`src/verilog/eid_pkg.sv`:
```
package eid_pkg;
  localparam int          EID_DW              = 32;
  localparam int          EID_AW              = 32;
  localparam int          EID_NIN             = 9;
  localparam int          EID_NDET            = 12;
  localparam int          EID_IN_LINES        = 8;
  localparam logic [31:0] EID_OFF_CFG0        = 32'h40002420;
  localparam logic [31:0] EID_OFF_CFG1        = 32'h40002424;
  localparam logic [31:0] EID_OFF_CFG2        = 32'h40002428;
  localparam logic [31:0] EID_OFF_CLR         = 32'h40002430;
  localparam logic [31:0] EID_OFF_NMI_CLR     = 32'h40002434;
  localparam logic [31:0] EID_OFF_WAKE        = 32'h40002438;
  localparam logic [31:0] EID_OFF_STAT        = 32'h40002450;
  localparam logic [31:0] EID_OFF_MASK        = 32'h40002454;
  localparam logic [15:0] EID_CFG_RST         = 16'h0000;
  localparam logic [15:0] EID_MASK_RST        = 16'h0000;
  localparam int          EID_EN_VBUS         = 15;
  localparam int          EID_MODE_VBUS_LO    = 12;
  localparam int          EID_EN_DM           = 11;
  localparam int          EID_MODE_DM_LO      = 8;
  localparam int          EID_EN_DP           = 7;
  localparam int          EID_MODE_DP_LO      = 4;
  localparam int          EID_EN_IN8          = 3;
  localparam int          EID_MODE_IN8_LO     = 0;
  localparam int          EID_CLR_DP          = 9;
  localparam int          EID_CLR_DM          = 10;
  localparam int          EID_CLR_VBUS        = 11;
  localparam int          EID_NMI_BIT         = 12;
  localparam int          EID_WAKE_DP         = 0;
  localparam int          EID_WAKE_DM         = 1;
  localparam int          EID_WAKE_VBUS       = 2;

  typedef enum logic [2:0] {
    EID_TRIG_RISE   = 3'h0,
    EID_TRIG_FALL   = 3'h1,
    EID_TRIG_BOTH   = 3'h2,
    EID_TRIG_HIGH   = 3'h3,
    EID_TRIG_LOW    = 3'h4,
    EID_TRIG_FALL_A = 3'h5,
    EID_TRIG_BOTH_A = 3'h6,
    EID_TRIG_HIGH_A = 3'h7
  } eid_trig_t;

  typedef struct packed {
    logic        on;
    eid_trig_t   trig;
  } eid_det_cfg_t;

  typedef struct packed {
    logic              psel;
    logic              penable;
    logic              pwrite;
    logic [EID_AW-1:0] paddr;
    logic [EID_DW-1:0] pwdata;
  } eid_apb_req_t;
endpackage

```
`src/verilog/eid_sync.sv`:
```
`timescale 1ns/100ps
`default_nettype none
module eid_sync
  import eid_pkg::*;
#(
  parameter int WIDTH = 1
) (
  input  wire logic             sys_clk_in, // System clock.
  input  wire logic             nrst_in,    // Synchronous reset, low.
  input  wire logic [WIDTH-1:0] async_in,   // Asynchronous pins.
  output logic      [WIDTH-1:0] sync_out    // Synchronised levels.
);
  logic [WIDTH-1:0] stage1;

  // Only the second stage reads the first one.
  always_ff @(posedge sys_clk_in) begin
    if (!nrst_in) begin
      stage1   <= '0;
      sync_out <= '0;
    end else begin
      stage1   <= async_in;
      sync_out <= stage1;
    end
  end
endmodule // eid_sync
`default_nettype wire

```
`src/verilog/eid_detector.sv`:
```
`timescale 1ns/100ps
`default_nettype none
module eid_detector
  import eid_pkg::*;
(
  input  wire logic         sys_clk_in, // System clock.
  input  wire logic         nrst_in,    // Synchronous reset, low.
  input  wire eid_det_cfg_t cfg_in,     // Enable and trigger mode.
  input  wire logic         level_in,   // Synchronised input level.
  output logic              event_out   // One event this cycle.
);
  logic prev;
  logic rise;
  logic fall;

  always_ff @(posedge sys_clk_in) begin
    if (!nrst_in) begin
      prev <= 1'b0;
    end else begin
      prev <= level_in;
    end
  end

  assign rise = level_in & ~prev;
  assign fall = ~level_in & prev;

  // Level modes fire every cycle, so a flag stays set through a clear.
  always_comb begin
    event_out = 1'b0;
    if (cfg_in.on) begin
      case (cfg_in.trig)
        EID_TRIG_RISE:   event_out = rise;
        EID_TRIG_FALL,
        EID_TRIG_FALL_A: event_out = fall;
        EID_TRIG_BOTH,
        EID_TRIG_BOTH_A: event_out = rise | fall;
        EID_TRIG_HIGH,
        EID_TRIG_HIGH_A: event_out = level_in;
        EID_TRIG_LOW:    event_out = ~level_in;
        default:         event_out = 1'b0;
      endcase
    end
  end
endmodule // eid_detector
`default_nettype wire

```
`src/verilog/eid_top.sv`:
```
// How it works
// - Config register for USB lines and input 8 resets to zero.
// - Bit 15 enables the VBUS detector.
// - Bits 14:12 pick VBUS trigger; codes 5,6,7 alias 1,2,3.
// - Bit 11 enables the D- detector.
// - Bits 10:8 pick D- trigger with the shared encoding.
// - Bit 7 enables the D+ detector.
// - Bits 6:4 pick D+ trigger with the shared encoding.
// - Bit 3 enables detection on input 8.
// - Bits 2:0 pick input 8 trigger with the shared encoding.
// - Writing one to clear bit n clears flag of input n, 0..8.
// - Clear bits 9, 10, 11 clear D+, D- and VBUS flags.
// - Clear bits return to zero by themselves.
// - Non-maskable clear bit 0 clears the pending NMI flag, self-clears.
// - Inputs 0..7 use two companion config registers, same layout.
// - USB detectors set wake status bits, cleared via clear register.
`timescale 1ns/100ps
`default_nettype none
module eid_top
  import eid_pkg::*;
(
  input  wire logic              sys_clk_in,  // System clock, 10 MHz.
  input  wire logic              nrst_in,     // Synchronous reset, low.
  input  wire logic              psel_in,     // APB select.
  input  wire logic              penable_in,  // APB enable.
  input  wire logic              pwrite_in,   // APB write.
  input  wire logic [EID_AW-1:0] paddr_in,    // APB byte address.
  input  wire logic [EID_DW-1:0] pwdata_in,   // APB write data.
  output logic      [EID_DW-1:0] prdata_out,  // APB read data.
  output logic                   pready_out,  // APB ready.
  output logic                   pslverr_out, // APB error.
  input  wire logic [EID_IN_LINES:0] ext_in,  // External inputs 0..8.
  input  wire logic              vbus_in,     // USB VBUS line.
  input  wire logic              dminus_in,   // USB D- line.
  input  wire logic              dplus_in,    // USB D+ line.
  input  wire logic              nmi_in,      // NMI request pulse/level.
  output logic      [EID_NDET-1:0] flag_out,  // Latched event flags.
  output logic                   nmi_out,     // Pending NMI flag.
  output logic                   irq_out      // Masked summary interrupt.
);
  eid_apb_req_t      req;
  logic              wr_en;
  logic              rd_en;
  logic              hit;
  logic [15:0]       cfg [3];
  logic [15:0]       clr_pulse;
  logic              nmi_clr_pulse;
  logic [15:0]       stat;
  logic [15:0]       mask;
  logic [15:0]       stat_set;
  logic [EID_NDET-1:0] det_ev;
  logic [EID_NDET-1:0] raw;
  logic [EID_NDET-1:0] lvl;
  logic              nmi_sync;
  logic              nmi_prev;
  logic [2:0]        wake;
  logic [EID_DW-1:0] next_prdata;
  eid_det_cfg_t      dcfg [EID_NDET];

  assign req = '{psel: psel_in, penable: penable_in, pwrite: pwrite_in,
                 paddr: paddr_in, pwdata: pwdata_in};
  assign wr_en = req.psel & req.penable & req.pwrite;
  assign rd_en = req.psel & ~req.penable & ~req.pwrite;

  // Zero wait states keep the slave trivial; no stall is ever needed.
  assign pready_out = 1'b1;

  always_comb begin
    hit = 1'b1;
    case (req.paddr)
      EID_OFF_CFG0, EID_OFF_CFG1, EID_OFF_CFG2, EID_OFF_CLR,
      EID_OFF_NMI_CLR, EID_OFF_WAKE, EID_OFF_STAT, EID_OFF_MASK: hit = 1'b1;
      default: hit = 1'b0;
    endcase
  end
  assign pslverr_out = req.psel & req.penable & ~hit;

  // Config registers; CFG0/CFG1 hold inputs 0..7, CFG2 the USB lines and 8.
  always_ff @(posedge sys_clk_in) begin
    if (!nrst_in) begin
      cfg[0] <= EID_CFG_RST;
      cfg[1] <= EID_CFG_RST;
      cfg[2] <= EID_CFG_RST;
    end else if (wr_en) begin
      if (req.paddr == EID_OFF_CFG0) cfg[0] <= req.pwdata[15:0];
      if (req.paddr == EID_OFF_CFG1) cfg[1] <= req.pwdata[15:0];
      if (req.paddr == EID_OFF_CFG2) cfg[2] <= req.pwdata[15:0];
    end
  end

  always_ff @(posedge sys_clk_in) begin
    if (!nrst_in) begin
      mask <= EID_MASK_RST;
    end else if (wr_en && req.paddr == EID_OFF_MASK) begin
      mask <= req.pwdata[15:0];
    end
  end

  // Clear strobes live one cycle and then drop by themselves.
  always_ff @(posedge sys_clk_in) begin
    if (!nrst_in) begin
      clr_pulse     <= 16'h0000;
      nmi_clr_pulse <= 1'b0;
    end else begin
      clr_pulse     <= (wr_en && req.paddr == EID_OFF_CLR) ?
                       req.pwdata[15:0] : 16'h0000;
      nmi_clr_pulse <= wr_en && req.paddr == EID_OFF_NMI_CLR &&
                       req.pwdata[0];
    end
  end

  // Detector layout: 0..8 inputs, 9 D+, 10 D-, 11 VBUS.
  assign raw = {vbus_in, dminus_in, dplus_in, ext_in};

  eid_sync #(.WIDTH(EID_NDET + 1)) u_sync (
    .sys_clk_in (sys_clk_in),
    .nrst_in    (nrst_in),
    .async_in   ({nmi_in, raw}),
    .sync_out   ({nmi_sync, lvl})
  );

  always_comb begin
    for (int i = 0; i < 8; i++) begin
      dcfg[i] = eid_det_cfg_t'(cfg[i / 4][(i % 4) * 4 +: 4]);
    end
    dcfg[8]  = eid_det_cfg_t'(cfg[2][EID_MODE_IN8_LO +: 4]);
    dcfg[9]  = eid_det_cfg_t'(cfg[2][EID_MODE_DP_LO +: 4]);
    dcfg[10] = eid_det_cfg_t'(cfg[2][EID_MODE_DM_LO +: 4]);
    dcfg[11] = eid_det_cfg_t'(cfg[2][EID_MODE_VBUS_LO +: 4]);
  end

  for (genvar g = 0; g < EID_NDET; g++) begin : g_det
    eid_detector u_det (
      .sys_clk_in (sys_clk_in),
      .nrst_in    (nrst_in),
      .cfg_in     (dcfg[g]),
      .level_in   (lvl[g]),
      .event_out  (det_ev[g])
    );

    // A new event in the same cycle as a clear keeps the flag set.
    always_ff @(posedge sys_clk_in) begin
      if (!nrst_in) begin
        flag_out[g] <= 1'b0;
      end else if (det_ev[g]) begin
        flag_out[g] <= 1'b1;
      end else if (clr_pulse[g]) begin
        flag_out[g] <= 1'b0;
      end
    end
  end

  always_ff @(posedge sys_clk_in) begin
    if (!nrst_in) begin
      nmi_prev <= 1'b0;
      nmi_out  <= 1'b0;
    end else begin
      nmi_prev <= nmi_sync;
      if (nmi_sync && !nmi_prev) begin
        nmi_out <= 1'b1;
      end else if (nmi_clr_pulse) begin
        nmi_out <= 1'b0;
      end
    end
  end

  // Wake status mirrors the USB flags and shares their clear.
  assign wake = {flag_out[EID_CLR_VBUS], flag_out[EID_CLR_DM],
                 flag_out[EID_CLR_DP]};

  assign stat_set = {3'h0, (nmi_sync & ~nmi_prev), det_ev};

  always_ff @(posedge sys_clk_in) begin
    if (!nrst_in) begin
      stat <= 16'h0000;
    end else begin
      for (int i = 0; i < 16; i++) begin
        if (stat_set[i]) begin
          stat[i] <= 1'b1;
        end else if (wr_en && req.paddr == EID_OFF_STAT && req.pwdata[i]) begin
          stat[i] <= 1'b0;
        end
      end
    end
  end

  always_ff @(posedge sys_clk_in) begin
    if (!nrst_in) begin
      irq_out <= 1'b0;
    end else begin
      irq_out <= |(stat & mask);
    end
  end

  always_comb begin
    next_prdata = '0;
    case (req.paddr)
      EID_OFF_CFG0:   next_prdata[15:0] = cfg[0];
      EID_OFF_CFG1:   next_prdata[15:0] = cfg[1];
      EID_OFF_CFG2:   next_prdata[15:0] = cfg[2];
      EID_OFF_CLR:    next_prdata[15:0] = clr_pulse;
      EID_OFF_NMI_CLR: next_prdata[0]   = nmi_clr_pulse;
      EID_OFF_WAKE:   next_prdata[2:0]  = wake;
      EID_OFF_STAT:   next_prdata[15:0] = stat;
      EID_OFF_MASK:   next_prdata[15:0] = mask;
      default:        next_prdata       = '0;
    endcase
  end

  // Read data is captured in setup so it is registered at the access.
  always_ff @(posedge sys_clk_in) begin
    if (!nrst_in) begin
      prdata_out <= '0;
    end else if (rd_en) begin
      prdata_out <= next_prdata;
    end
  end

  a_cfg_reset_zero: assert property (@(posedge sys_clk_in)
    !nrst_in |=> cfg[2] == 16'h0000)
    else $error("config not zero after reset");

  a_vbus_gate: assert property (@(posedge sys_clk_in) disable iff (!nrst_in)
    !cfg[2][EID_EN_VBUS] |-> !det_ev[EID_CLR_VBUS])
    else $error("vbus event while disabled");

  a_vbus_high: assert property (@(posedge sys_clk_in) disable iff (!nrst_in)
    cfg[2][15:12] == 4'hf && lvl[11] |=> flag_out[11])
    else $error("vbus high alias missed");

  a_dm_gate: assert property (@(posedge sys_clk_in) disable iff (!nrst_in)
    !cfg[2][EID_EN_DM] |-> !det_ev[EID_CLR_DM])
    else $error("d- event while disabled");

  a_dm_low: assert property (@(posedge sys_clk_in) disable iff (!nrst_in)
    cfg[2][11:8] == 4'hc && !lvl[10] |=> flag_out[10])
    else $error("d- low level missed");

  a_dp_gate: assert property (@(posedge sys_clk_in) disable iff (!nrst_in)
    !cfg[2][EID_EN_DP] |-> !det_ev[EID_CLR_DP])
    else $error("d+ event while disabled");

  a_dp_fall_alias: assert property (@(posedge sys_clk_in)
    disable iff (!nrst_in)
    cfg[2][7:4] == 4'hd && $fell(lvl[9]) |-> det_ev[9])
    else $error("d+ falling alias missed");

  a_in8_gate: assert property (@(posedge sys_clk_in) disable iff (!nrst_in)
    !cfg[2][EID_EN_IN8] |-> !det_ev[8])
    else $error("input 8 event while disabled");

  a_in8_rise: assert property (@(posedge sys_clk_in) disable iff (!nrst_in)
    cfg[2][3:0] == 4'h8 && $rose(lvl[8]) |-> det_ev[8] ##1 flag_out[8])
    else $error("input 8 rising edge missed");

  a_clear_flag: assert property (@(posedge sys_clk_in) disable iff (!nrst_in)
    clr_pulse[0] && !det_ev[0] |=> !flag_out[0])
    else $error("input 0 flag not cleared");

  a_clear_usb: assert property (@(posedge sys_clk_in) disable iff (!nrst_in)
    clr_pulse[EID_CLR_VBUS] && !det_ev[11] |=> !flag_out[11])
    else $error("vbus flag not cleared");

  a_clear_self: assert property (@(posedge sys_clk_in) disable iff (!nrst_in)
    !(wr_en && req.paddr == EID_OFF_CLR) |=> clr_pulse == 16'h0000)
    else $error("clear bits did not self-clear");

  a_nmi_clear: assert property (@(posedge sys_clk_in) disable iff (!nrst_in)
    nmi_clr_pulse && !(nmi_sync && !nmi_prev) |=> !nmi_out ##0
    !nmi_clr_pulse || $past(wr_en))
    else $error("nmi flag not cleared");

  a_wake_mirror: assert property (@(posedge sys_clk_in) disable iff (!nrst_in)
    wake[2] == flag_out[11] && wake[0] == flag_out[9])
    else $error("wake status mismatch");

  a_level_refire: assert property (@(posedge sys_clk_in)
    disable iff (!nrst_in)
    cfg[2][3:0] == 4'hb && lvl[8] && clr_pulse[8] |=> flag_out[8])
    else $error("level flag lost on clear");

  a_sync_delay: assert property (@(posedge sys_clk_in) disable iff (!nrst_in)
    $rose(lvl[0]) |-> $past(raw[0], 2))
    else $error("input not two-stage synchronised");
endmodule // eid_top
`default_nettype wire

```
`config.mk`:
```
export PLATFORM = sky130hd
export DESIGN_NAME = eid_top
export DESIGN_NICKNAME = d
export VERILOG_FILES = /design/src/verilog/eid_pkg.sv /design/src/verilog/eid_sync.sv /design/src/verilog/eid_detector.sv /design/src/verilog/eid_top.sv
export SDC_FILE = /design/constraint.sdc
export NUM_CORES = 1
export LEC_CHECK = 0
export ABC_AREA = 1
export BUFFER_PORTS_ARGS = -buffer_cell sky130_fd_sc_hd__buf_2
export CELL_PAD_IN_SITES_DETAIL_PLACEMENT = 1
export CELL_PAD_IN_SITES_GLOBAL_PLACEMENT = 2
export CORE_ASPECT_RATIO = 0.6
export CORE_MARGIN = 1.5
export CORE_UTILIZATION = 35
export DETAILED_ROUTE_END_ITERATION = 8
export HOLD_SLACK_MARGIN = 0.12
export MAX_ROUTING_LAYER = met4
export PLACE_DENSITY = 0.81
export REMOVE_ABC_BUFFERS = 1
export SYNTH_ARGS = -nofsm -noshare
export SYNTH_HDL_FRONTEND = slang
export SYNTH_SLANG_ARGS = --single-unit
```
`constraint.sdc`:
```
create_clock -name sys_clk_in -period 5.68 [get_ports sys_clk_in]
set_input_delay 0.284 -clock sys_clk_in [delete_from_list [all_inputs] [get_ports sys_clk_in]]
set_output_delay 0.284 -clock sys_clk_in [all_outputs]
set_load 0.005 [all_outputs]
```
==> results of run 1 <==
-- cells in the mapped netlist (all sizes together) --
master,instances
ha,32
edfxtp,48
a31oi,3
buf,33
and2,2
o211ai,1
nor4,2
clkbuf,13
dfxtp,115
a22o,1
nand2,188
clkinv,1
a22oi,2
a32o,7
a31o,2
inv,151
a21oi,61
nor2,104
o21ai,70
o21a,1
conb,2
a221oi,2
o211a,1
nand3,57
o22ai,11
nand4,2
and3,2
o2bb2ai,2
-- cell type report --
| class | instances | share of cell area |
|---|---|---|
| Tap cell | 279 | 0.0392 |
| Clock buffer | 23 | 0.0561 |
| Multi-Input combinational cell | 570 | 0.327 |
| Clock inverter | 9 | 0.0111 |
| Timing Repair Buffer | 124 | 0.0821 |
| Sequential cell | 163 | 0.420 |
| Inverter | 152 | 0.0641 |
-- worst register-to-register path, delay by kind of cell (launching register included) --
kind / cells / cell delay [ns]
AOI/OAI and AO/OA: 3 / 0.39
adders and majority gates: 1 / 0.30
buffers and inverters: 1 / 0.09
DFF: 1 / 0.44
and+or+nand+nor: 2 / 0.15
-- worst min path at each step --
| stage | startpoint | endpoint | slack [ns] | depth (start not counted) |
|---|---|---|---|---|
| 2_1_floorplan | nrst_in | g_det[11].u_det.prev$_SDFF_PN0_ | 0.38 | 2 |
| 3_3_place_gp | u_sync.stage1[10]$_SDFF_PN0_ | u_sync.sync_out[10]$_SDFF_PN0_ | 0.40 | 2 |
| 3_5_place_dp | u_sync.stage1[0]$_SDFF_PN0_ | u_sync.sync_out[0]$_SDFF_PN0_ | 0.40 | 2 |
| 4_1_cts | pwdata_in[5] | clr_pulse[5]$_SDFF_PN0_ | 0.13 | 3 |
| 5_1_grt | pwdata_in[6] | clr_pulse[6]$_SDFF_PN0_ | 0.15 | 3 |
| 6_report | pwdata_in[7] | clr_pulse[7]$_SDFF_PN0_ | 0.14 | 3 |
-- power by group through the flow --
| stage | Combinational, W | Sequential (W) | Clock, W |
|---|---|---|---|
| 3_3_place_gp | 0.000169 | 0.00130 | 0 |
| 3_5_place_dp | 0.000173 | 0.00130 | 0 |
| 2_1_floorplan | 0.0000906 | 0.00129 | 0 |
| 5_1_grt | 0.000209 | 0.00128 | 0.00125 |
| 4_1_cts | 0.000183 | 0.00128 | 0.00121 |
| 6_report | 0.000182 | 0.00128 | 0.00118 |
-- placed cells by master, fill, tap and decap left out, types with 3 or more instances in the layout --
cell / netlist / final
buf_4: 21 / 12
ha_1: 32 / 32
edfxtp_1: 48 / 48
a32o_1: 7 / 7
a21oi_1: 61 / 61
dlygate4sd3_1: 0 / 16
o22ai_1: 11 / 11
nand2_1: 182 / 182
nor2_2: 15 / 15
buf_2: 9 / 96
clkbuf_8: 0 / 3
o21ai_1: 4 / 7
nor2_1: 86 / 86
inv_1: 148 / 148
clkbuf_16: 0 / 18
conb_1: 2 / 17
a31oi_1: 3 / 3
nand2_2: 5 / 5
nand3_1: 54 / 54
dfxtp_1: 115 / 115
inv_2: 3 / 3
o21ai_0: 66 / 63
nor2_4: 3 / 3
clkinv_1: 1 / 3
-- registers in the layout, indices dropped and copies added (netlist names) --
signal            cells
cfg                  48
clr_pulse            16
flag_out             12
g_det.u_det.prev     12
irq_out               1
mask                 16
nmi_clr_pulse         1
nmi_out               1
nmi_prev              1
prdata_out           16
stat                 13
u_sync.stage1        13
u_sync.sync_out      13
-- stage by stage --
step,worst slack (ns),hold slack [ns]
floorplan,2.43,0.377
CTS,3.33,0.125
global placement,2.91,0.396
detailed placement,2.86,0.403
finish,3.31,0.139
global route,2.89,0.153
-- what timing repair did --
action	in CTS	in global routing
resized for setup	0	0
hold buffers	16	0
endpoints found under the hold margin	18	0
-- cell families (layout without fill, tap and decap cells) --
family                     after synthesis  after routing
AOI/OAI and AO/OA                      164            164
adders and majority gates               32             32
buffers and inverters                  198            308
DFF                                    163            163
other                                    2             17
and+or+nand+nor                        357            357
-- routing by layer --
metal  wire length (um)  track usage  vias up
met1              11500        0.310     3119
met5                  0            -        -
li1                   -            -     3115
met3               1150       0.0388       26
met4                361       0.0776        0
met2               9830        0.329      162
==> reports/summary.txt, run 1 <==
run status: complete, no violations
P_leak: 4.12 nW
postcts setup bufs: 0
Crit path top cell by count: nand2_1
RSZ-0062 raised after global routing: false
FF-to-FF path depth: 7
Reg power frac: 0.483
initial antenna violation count: 0
TritonCTS clock tree: yes
# rows: 41
f_max: 421 MHz
ratio of cells with drive above 1 in the final layout: 0.161
Design Area, Final: 0.00890 mm2
CP endpoint: mask[7]$_SDFFE_PN0P_
Worst path top cell family by delay: simple AND/OR/NAND/NOR gates
n_diodes: 0
CP max stage cell: nor2_2
Mapped Cells: 916
Residual DRC: 0
clock tree sinks: 163
leading area contributor after synthesis: dfxtp_1
Worst R2R Setup Slack: 4.17 ns
TNS Setup: 0 ns
Tmin final: 2.37 ns
worst-margin pin slew: 1.19 ns
crit path cell chain: buf_2 > inv_1 > nand2_1 > nor2_1 > nand2_1 > nor2_4 > buf_4 > nand2_2 > nor2_2 > o21ai_0 > a21oi_1
most area-consuming cells after synthesis: dfxtp_1 31%, edfxtp_1 19%, nand2_1 9.2%
Critical Path End Type: flop
H-tree Lvls: 4
share of power burned in the clock network: 0.448
pwr dens: 297 mW/mm2
post-route insts no fill: 1,320
Multi-input gate area: 0.00291 mm2
Pwr Total: 0.00264 W
worst setup path startpoint: paddr_in[31]
first-pass GRT wire length: 35,500 um
fin crit share: 0.418
CTS Buf Count: 17
Via density: 4.87
max-cap viol count: 0
WP depth: 11
Hold WC Path Type: primary input to flop
xor/xnor cell area share of the yosys netlist: 0
Max Transition Viols Final: 0
end of the worst register-to-register path: stat[4]$_SDFFE_PN0P_
die width: 191 um
internal power: 0.00202 W
FILL cells: 2,566
final WL: 22,800 um
switching power: 0.000624 W
CP max stage delay: 0.96 ns
Synth Register Bits: 163
CTS root buffer: clkbuf_16
starting DRC count in detailed routing: 436
Clock Latency Late Sink: 0.44 ns
IO Port Bufs: 96
drt pass-1 iters: 5
largest net degree at the start of global routing: 39
crit-path max FO: 38
RR Startpoint: cfg[0][16]$_DFFE_PP_
Reg area: 0.00374 mm2
Setup CP Type: primary input to flop
total track usage: 0.224
Cells after DPL: 1,272
mapped cell area: 0.00746 mm2
skew final: 0.00711 ns
crit path launch type: primary input
vias in the first global route: 6,348
fin nets: 1,142
Avg Synthesized Cell Area: 8.14 um2
peak supply drop: 0.000220 V
overall via count from detail_route: 6,422
critical path buffer and inverter count: 3
Gate power share: 0.069
HPWL after DPL: 16,000 um
die height: 116 um
boundary pin count: 130
Core Footprint: 0.0209 mm2
die area: 0.0222 mm2
main combinational cell family by area after synthesis: simple AND/OR/NAND/NOR gates
Max-Slew Margin vs Limit: 0.204
Fin. Hold Viols: 0
GPL Wtd Cong: 0.795
Sw Ratio: 0.236
synth unique cells: 38
CP arrival: 2.75 ns
Setup violations, final: 0
synthesis warning total: 0
Final ANT Viol Nets: 0
simple-gate area share of the yosys netlist: 0.206
Crit path required time: 6.06 ns
Core Util, Final: 0.425
post-synthesis adder-cell area fraction: 0.0537
mux share of post-synthesis cell area: 0
DP Area: 0.00815 mm2
synthesis-to-finish area growth: 19.4%
WL/cell: 17.3 um
clock-pin slew on the worst setup and hold paths: 0.07 ns
clk buf depth: 2
register area share after synthesis: 0.502
initial core utilization: 0.356
post-synth top area share: 0.309
remaining global-route overflow: 0
Compound-Gate Fraction of Synth Area: 0.123
Note: power is estimated with default switching activity, not from simulation.
==> inputs of run 2 (changes only) <==
--- a/config.mk
+++ b/config.mk
@@ -11,11 +11,11 @@
 export CELL_PAD_IN_SITES_GLOBAL_PLACEMENT = 2
 export CORE_ASPECT_RATIO = 0.6
 export CORE_MARGIN = 1.5
-export CORE_UTILIZATION = 35
+export CORE_UTILIZATION = 33
 export DETAILED_ROUTE_END_ITERATION = 8
 export HOLD_SLACK_MARGIN = 0.12
 export MAX_ROUTING_LAYER = met4
-export PLACE_DENSITY = 0.81
+export PLACE_DENSITY = 0.77
 export REMOVE_ABC_BUFFERS = 1
 export SYNTH_ARGS = -nofsm -noshare
 export SYNTH_HDL_FRONTEND = slang
==> constraint.sdc (replaced) <==
create_clock -name sys_clk_in -period 2.23 [get_ports sys_clk_in]
set_input_delay 0.1115 -clock sys_clk_in [delete_from_list [all_inputs] [get_ports sys_clk_in]]
set_output_delay 0.1115 -clock sys_clk_in [all_outputs]
set_load 0.005 [all_outputs]
==> reports/summary.txt, run 2 (synthesis results as in run 1) <==
P_leak: 4.26 nW (+3.3%)
Core Util, Final: 0.417 (-0.00882)
Design Area, Final: 0.00922 mm2 (+3.5%)
TritonCTS clock tree: yes
largest net degree at the start of global routing: 40 (+2.6%)
GPL Wtd Cong: 0.791 (-0.45%)
Cells after DPL: 1,316 (+3.5%)
die area: 0.0235 mm2 (+5.9%)
# rows: 42 (+2.4%)
crit path launch type: primary input
Setup CP Type: primary input to primary output
synthesis-to-finish area growth: 23.6%
peak supply drop: 0.000577 V (+160%)
FILL cells: 2,655 (+3.5%)
Max Transition Viols Final: 0 (unchanged)
fin nets: 1,171 (+2.5%)
f_max: 567 MHz
HPWL after DPL: 16,900 um (+5.3%)
Fin. Hold Viols: 0 (unchanged)
initial core utilization: 0.337 (-0.0192)
crit-path max FO: 11 (-71%)
WP depth: 10 (-1)
max-cap viol count: 0 (unchanged)
Multi-input gate area: 0.00291 mm2 (unchanged)
Hold WC Path Type: primary input to flop
CTS Buf Count: 17 (unchanged)
IO Port Bufs: 96 (unchanged)
Reg area: 0.00374 mm2 (unchanged)
clock-pin slew on the worst setup and hold paths: 0.07 ns (about the same)
drt pass-1 iters: 5 (unchanged)
Core Footprint: 0.0221 mm2 (+5.7%)
DP Area: 0.00832 mm2 (+2.1%)
ratio of cells with drive above 1 in the final layout: 0.175 (+0.0134)
Post-Place Setup Slack: 0.303 ns (-2.56 ns)
Residual DRC: 0 (unchanged)
CP arrival: 1.65 ns (-1.10 ns)
vias in the first global route: 6,440 (+1.4%)
Crit path required time: 2.12 ns (-3.94 ns)
remaining global-route overflow: 0 (unchanged)
CP max stage cell: nor4_1
run status: complete, no violations
Crit path top cell by count: buf_2
final WL: 23,100 um (+1.2%)
first-pass GRT wire length: 36,400 um (+2.5%)
die height: 119 um (+2.9%)
critical path buffer and inverter count: 3 (unchanged)
clk buf depth: 2 (unchanged)
H-tree Lvls: 4 (unchanged)
Max-Slew Margin vs Limit: 0.626 (+0.422)
initial antenna violation count: 0 (unchanged)
n_diodes: 0 (unchanged)
boundary pin count: 130 (unchanged)
starting DRC count in detailed routing: 395 (-9.4%)
worst-margin pin slew: 0.561 ns (-0.632 ns)
fin crit share: 0.791
Hold Path Depth: 7 (+4)
FF-to-FF path depth: 7 (unchanged)
post-route insts no fill: 1,378 (+4.4%)
total track usage: 0.213 (-0.0104)
overall via count from detail_route: 6,447 (+0.39%)
Final ANT Viol Nets: 0 (unchanged)
commonest non-fill, non-tap cell in the layout: nand2_1
WL/cell: 16.8 um (-3.0%)
Tmin final: 1.76 ns
skew final: 0.0110 ns (+0.00393 ns)
Setup violations, final: 0 (unchanged)
clock tree sinks: 163 (unchanged)
commonest non-fill, non-tap cells in the layout: 182 x nand2_1, 148 x inv_1, 115 x dfxtp_1
die width: 197 um (+2.9%)
RSZ-0062 raised after global routing: false
CP max stage delay: 0.37 ns (-0.59 ns)
Clock Latency Late Sink: 0.45 ns (about the same)
hold slack: 0.166 ns (+0.0269 ns)
crit path cell chain: buf_2 > nor2_1 > and2_1 > nand2_1 > nor2_4 > buf_4 > nand2_2 > nand3_1 > nor4_1 > buf_2
Critical Path End Type: primary output
Largest register FFs: 48 (unchanged)
Worst path top cell family by delay: simple AND/OR/NAND/NOR gates
pwr dens: 736 mW/mm2 (+150%)
setup slack after layout: 0.465 ns (-2.84 ns)
Via density: 4.68 (-3.8%)
Most flops, register: cfg
CTS root buffer: clkbuf_16
run 2: cell types whose count changed in the layout (fill, tap and decap cells not counted):
cell,previous run,this run
clkinv_4,0,1
clkbuf_1,2,0
inv_4,1,2
dlygate4sd3_1,16,30
clkinv_1,3,1
buf_4,12,25
clkbuf_16,18,17
clkinv_2,2,1
clkinvlp_4,2,3
inv_6,0,4
clkbuf_8,3,2
buf_12,0,2
run 2: cell type report:
cell class                 instances  area share
timing repair buffer             153       0.109
sequential                       163       0.406
multi-input combinational        570       0.316
inverter                         152      0.0619
clock inverter                    13      0.0156
tap                              308      0.0418
clock buffer                      19      0.0491
run 2: stage by stage:
| step | power (W) | setup TNS, ns |
|---|---|---|
| CTS | 0.00683 | 0 |
| global placement | 0.00376 | 0 |
| global route | 0.00702 | 0 |
| detailed placement | 0.00377 | 0 |
| floorplan | 0.00352 | -38.20 |
| finish | 0.00678 | 0 |
run 2: routing by layer:
| layer | track usage | up-vias | wire length, um |
|---|---|---|---|
| met1 | 0.300 | 3094 | 11500 |
| met2 | 0.310 | 156 | 9840 |
| met5 | - | - | 0 |
| met3 | 0.0496 | 18 | 1490 |
| li1 | - | 3179 | - |
| met4 | 0.0487 | 0 | 231 |
run 2: worst register-to-register path: stages, from the launching register on:
cell	delay, ns
edfxtp_1	0.44
inv_1	0.09
ha_1	0.30
nor2_1	0.09
nand2_1	0.07
o21ai_0	0.15
a31o_2	0.17
a21oi_1	0.08
run 2: timing repair:
| action | CTS | global route |
|---|---|---|
| endpoints found under the hold margin | 78 | 0 |
| hold buffers | 30 | 0 |
| setup buffers | 0 | 0 |
| gates resized for setup | 0 | 0 |
run 2: path summary, 6_finish.rpt:
| check | from | to | slack (ns) |
|---|---|---|---|
| hold / removal | paddr_in[4] | nmi_clr_pulse$_SDFF_PN0_ | 0.17 |
| setup / recovery | paddr_in[19] | pslverr_out | 0.47 |
| setup reg to reg | cfg[0][16]$_DFFE_PP_ | stat[4]$_SDFFE_PN0P_ | 0.72 |
| hold reg to reg | u_sync.stage1[7]$_SDFF_PN0_ | u_sync.sync_out[7]$_SDFF_PN0_ | 0.41 |
run 2: power breakdown:
| group | internal, W | switching (W) |
|---|---|---|
| combinational | 0.000209 | 0.000282 |
| sequential | 0.00316 | 0.0000889 |
| clock | 0.00172 | 0.00132 |
==> inputs of run 3 (changes only) <==
--- a/config.mk
+++ b/config.mk
@@ -5,17 +5,17 @@
 export SDC_FILE = /design/constraint.sdc
 export NUM_CORES = 1
 export LEC_CHECK = 0
-export ABC_AREA = 1
+export ABC_AREA = 0
 export BUFFER_PORTS_ARGS = -buffer_cell sky130_fd_sc_hd__buf_2
 export CELL_PAD_IN_SITES_DETAIL_PLACEMENT = 1
 export CELL_PAD_IN_SITES_GLOBAL_PLACEMENT = 2
 export CORE_ASPECT_RATIO = 0.6
 export CORE_MARGIN = 1.5
-export CORE_UTILIZATION = 33
+export CORE_UTILIZATION = 32
 export DETAILED_ROUTE_END_ITERATION = 8
 export HOLD_SLACK_MARGIN = 0.12
 export MAX_ROUTING_LAYER = met4
-export PLACE_DENSITY = 0.77
+export PLACE_DENSITY = 0.73
 export REMOVE_ABC_BUFFERS = 1
 export SYNTH_ARGS = -nofsm -noshare
 export SYNTH_HDL_FRONTEND = slang
==> constraint.sdc (replaced) <==
create_clock -name sys_clk_in -period 1.6 [get_ports sys_clk_in]
set_input_delay 0.08 -clock sys_clk_in [delete_from_list [all_inputs] [get_ports sys_clk_in]]
set_output_delay 0.08 -clock sys_clk_in [all_outputs]
set_load 0.005 [all_outputs]
==> reports/summary.txt, run 3 <==
run status: finished with violations
failing checks: negative setup slack
post-route insts no fill: 1,242 (-9.9%)
EDFF count, synth: 48 (unchanged)
overall via count from detail_route: 6,257 (-2.9%)
remaining global-route overflow: 0 (unchanged)
setup slack after layout: -0.163 ns (-0.628 ns)
most common cell in the netlist: dfxtp_1
clk buf depth: 2 (unchanged)
Worst R2R Setup Slack: -0.10 ns (-0.82 ns)
ratio of cells with drive above 1 in the final layout: 0.396 (+0.221)
Max Transition Viols Final: 0 (unchanged)
register area share after synthesis: 0.516 (+0.0139)
CP max stage delay: 0.32 ns (-0.05 ns)
commonest non-fill, non-tap cells in the layout: 111 x dfxtp_1, 87 x buf_2, 70 x buf_4
crit path launch type: primary input
RR Startpoint: cfg[0][16]$_DFFE_PP_
boundary pin count: 130 (unchanged)
Worst path top cell family by delay: buffers and inverters
HPWL after DPL: 17,700 um (+5.0%)
fin nets: 1,035 (-12%)
Avg Synthesized Cell Area: 10.5 um2 (+29%)
post-synth top area share: 0.317 (+0.00857)
die width: 197 um (+0.17%)
vias in the first global route: 6,522 (+1.3%)
commonest non-fill, non-tap cell in the layout: dfxtp_1
# rows: 42 (unchanged)
die height: 120 um (+0.17%)
Cells after DPL: 1,144 (-13%)
GPL Wtd Cong: 0.849 (+7.2%)
drt pass-1 iters: 6 (+1)
WL/cell: 20.4 um (+22%)
Critical Path End Type: flop
CTS Buf Count: 17 (unchanged)
Clock Latency Late Sink: 0.44 ns (about the same)
synth unique cells: 49 (+29%)
Core Footprint: 0.0221 mm2 (unchanged)
Most flops, register: cfg
starting DRC count in detailed routing: 547 (+38%)
hold path start: nrst_in
pwr dens: 884 mW/mm2 (+20%)
Tmin final: 1.76 ns
IO Port Bufs: 96 (unchanged)
Design Area, Final: 0.0106 mm2 (+15%)
worst setup path startpoint: paddr_in[18]
crit path cell chain: buf_6 > nor4_4 > nand4_4 > buf_6 > buf_6 > buf_6 > nor4_4 > buf_6 > buf_12 > clkbuf_16 > a22o_1 > a211oi_1 > a21oi_1
Core Util, Final: 0.481 (+0.0640)
n_diodes: 0 (unchanged)
mapped cell area: 0.00725 mm2 (-2.7%)
clock-pin slew on the worst setup and hold paths: 0.07 ns (about the same)
Mapped Cells: 689 (-25%)
Synth Register Bits: 163 (unchanged)
final WL: 25,300 um (+9.5%)
die area: 0.0236 mm2 (+0.34%)
Setup violations, final: 53 (+53)
most area-consuming cells after synthesis: dfxtp_1 32%, edfxtp_1 20%, and2_1 6.3%
TNS Setup: -3.30 ns (-3.30 ns)
TritonCTS clock tree: yes
CP max stage cell: nor4_4
CP arrival: 2.13 ns (+0.48 ns)
clock tree sinks: 163 (unchanged)
total track usage: 0.216 (+0.00276)
DP Area: 0.00865 mm2 (+4.0%)
Hold WC Path Type: primary input to flop
initial antenna violation count: 0 (unchanged)
Commonest cells post-synth: 115 x dfxtp_1, 98 x nand2_1, 73 x and2_1, 48 x edfxtp_1, 35 x inv_1
max-cap viol count: 0 (unchanged)
H-tree Lvls: 4 (unchanged)
Final ANT Viol Nets: 0 (unchanged)
synthesis warning total: 0 (unchanged)
leading area contributor after synthesis: dfxtp_1
skew final: 0.00900 ns (-0.00204 ns)
Setup CP Type: primary input to flop
crit-path max FO: 7 (-4)
Via density: 5.04 (+7.7%)
critical path buffer and inverter count: 7 (+4)
Post-Place Setup Slack: -0.501 ns (-0.804 ns)
largest net degree at the start of global routing: 60 (+50%)
Async SR Flop Fraction: 0 (unchanged)
CTS root buffer: clkbuf_16
first-pass GRT wire length: 36,900 um (+1.5%)
Residual DRC: 0 (unchanged)
initial core utilization: 0.328 (-0.00911)
P_leak: 4.46 nW (+4.7%)
Crit path required time: 1.97 ns (-0.15 ns)
RSZ-0062 raised after global routing: true
fin crit share: 1.10
synthesis-to-finish area growth: 46.6%
Synth Flop Type: dfxtp_1
Fin. Hold Viols: 0 (unchanged)
Crit path top cell by count: buf_6
Largest register FFs: 48 (unchanged)
peak supply drop: 0.000672 V (+16%)
f_max: 567 MHz
## run 3: changes by cell type after synthesis, moves of 13 or more
cell      change
nor2_1       -80
nand2b_1     +13
inv_1       -113
a211oi_1     +13
a222oi_1     +14
and2_1       +71
a21boi_0     +29
o21ai_0      -41
nand3_1      -44
a21oi_1      -44
nor2_2       -15
nand2_1      -84
## run 3: report_power, final
part           total, W  switching (W)  internal, W  leakage, nW
combinational  0.000870       0.000419     0.000451         2.79
sequential      0.00456       0.000153      0.00441         1.40
clock           0.00397        0.00182      0.00215        0.276
## run 3: cells by family (layout without fill, tap and decap cells)
kind of cell             count (synthesis)  count (layout)  share of synthesized area
AO/OA/AOI/OAI                          154             154                      0.154
adder cells (fa/ha/maj)                 32              32                     0.0552
buffers and inverters                   82             312                     0.0543
flip-flops                             163             163                      0.516
multiplexers                            13              13                     0.0276
other                                    2              17                    0.00104
AND/OR/NAND/NOR                        243             243                      0.192
## run 3: final timing paths
| kind | end | cells after the start |
|---|---|---|
| min reg2reg | u_sync.sync_out[10]$_SDFF_PN0_ | 1 |
| max | prdata_out[4]$_SDFFE_PN0P_ | 13 |
| max reg2reg | stat[4]$_SDFFE_PN0P_ | 7 |
| min | flag_out[2]$_SDFFE_PN0P_ | 3 |
## run 3: worst register-to-register path, delay by kind of cell, from the launching register on
family          cells  cell delay, ns
compound gates      4            0.66
flops               1            0.46
simple gates        1            0.11
fa+ha+maj           1            0.21
buf+inv             1            0.16
## run 3: metrics by stage
stage	power [W]	hold slack, ns
after floorplan	0.00486	0.197
after global placement	0.00526	0.288
after detailed placement	0.00531	0.290
after CTS	0.00940	0.159
after global routing	0.00973	0.179
final	0.00940	0.181
## run 3: layer usage
layer / vias to the layer above / part of all wire / track usage
li1: 2883 / - / -
met1: 3119 / 0.47 / 0.283
met2: 230 / 0.45 / 0.328
met3: 25 / 0.067 / 0.0497
met4: 0 / 0.014 / 0.0749
met5: - / 0 / -
## run 3: area by class of cell
cell class              count  area, um2
repair buffers            245       2090
well taps                 308        385
fillers                  2370      11500
inverters                  35        131
clock buffers              20        468
clock inverters            12       93.8
multi-input cells         459       3710
flip-flops and latches    163       3750
## run 3: timing repair
action,4_1_cts,5_1_grt
gates resized for setup,73,137
pin swaps,29,63
gates cloned,1,5
buffers inserted,21,15
endpoints found under the setup margin,56,155
endpoints found under the hold margin,104,0
hold buffers,29,0
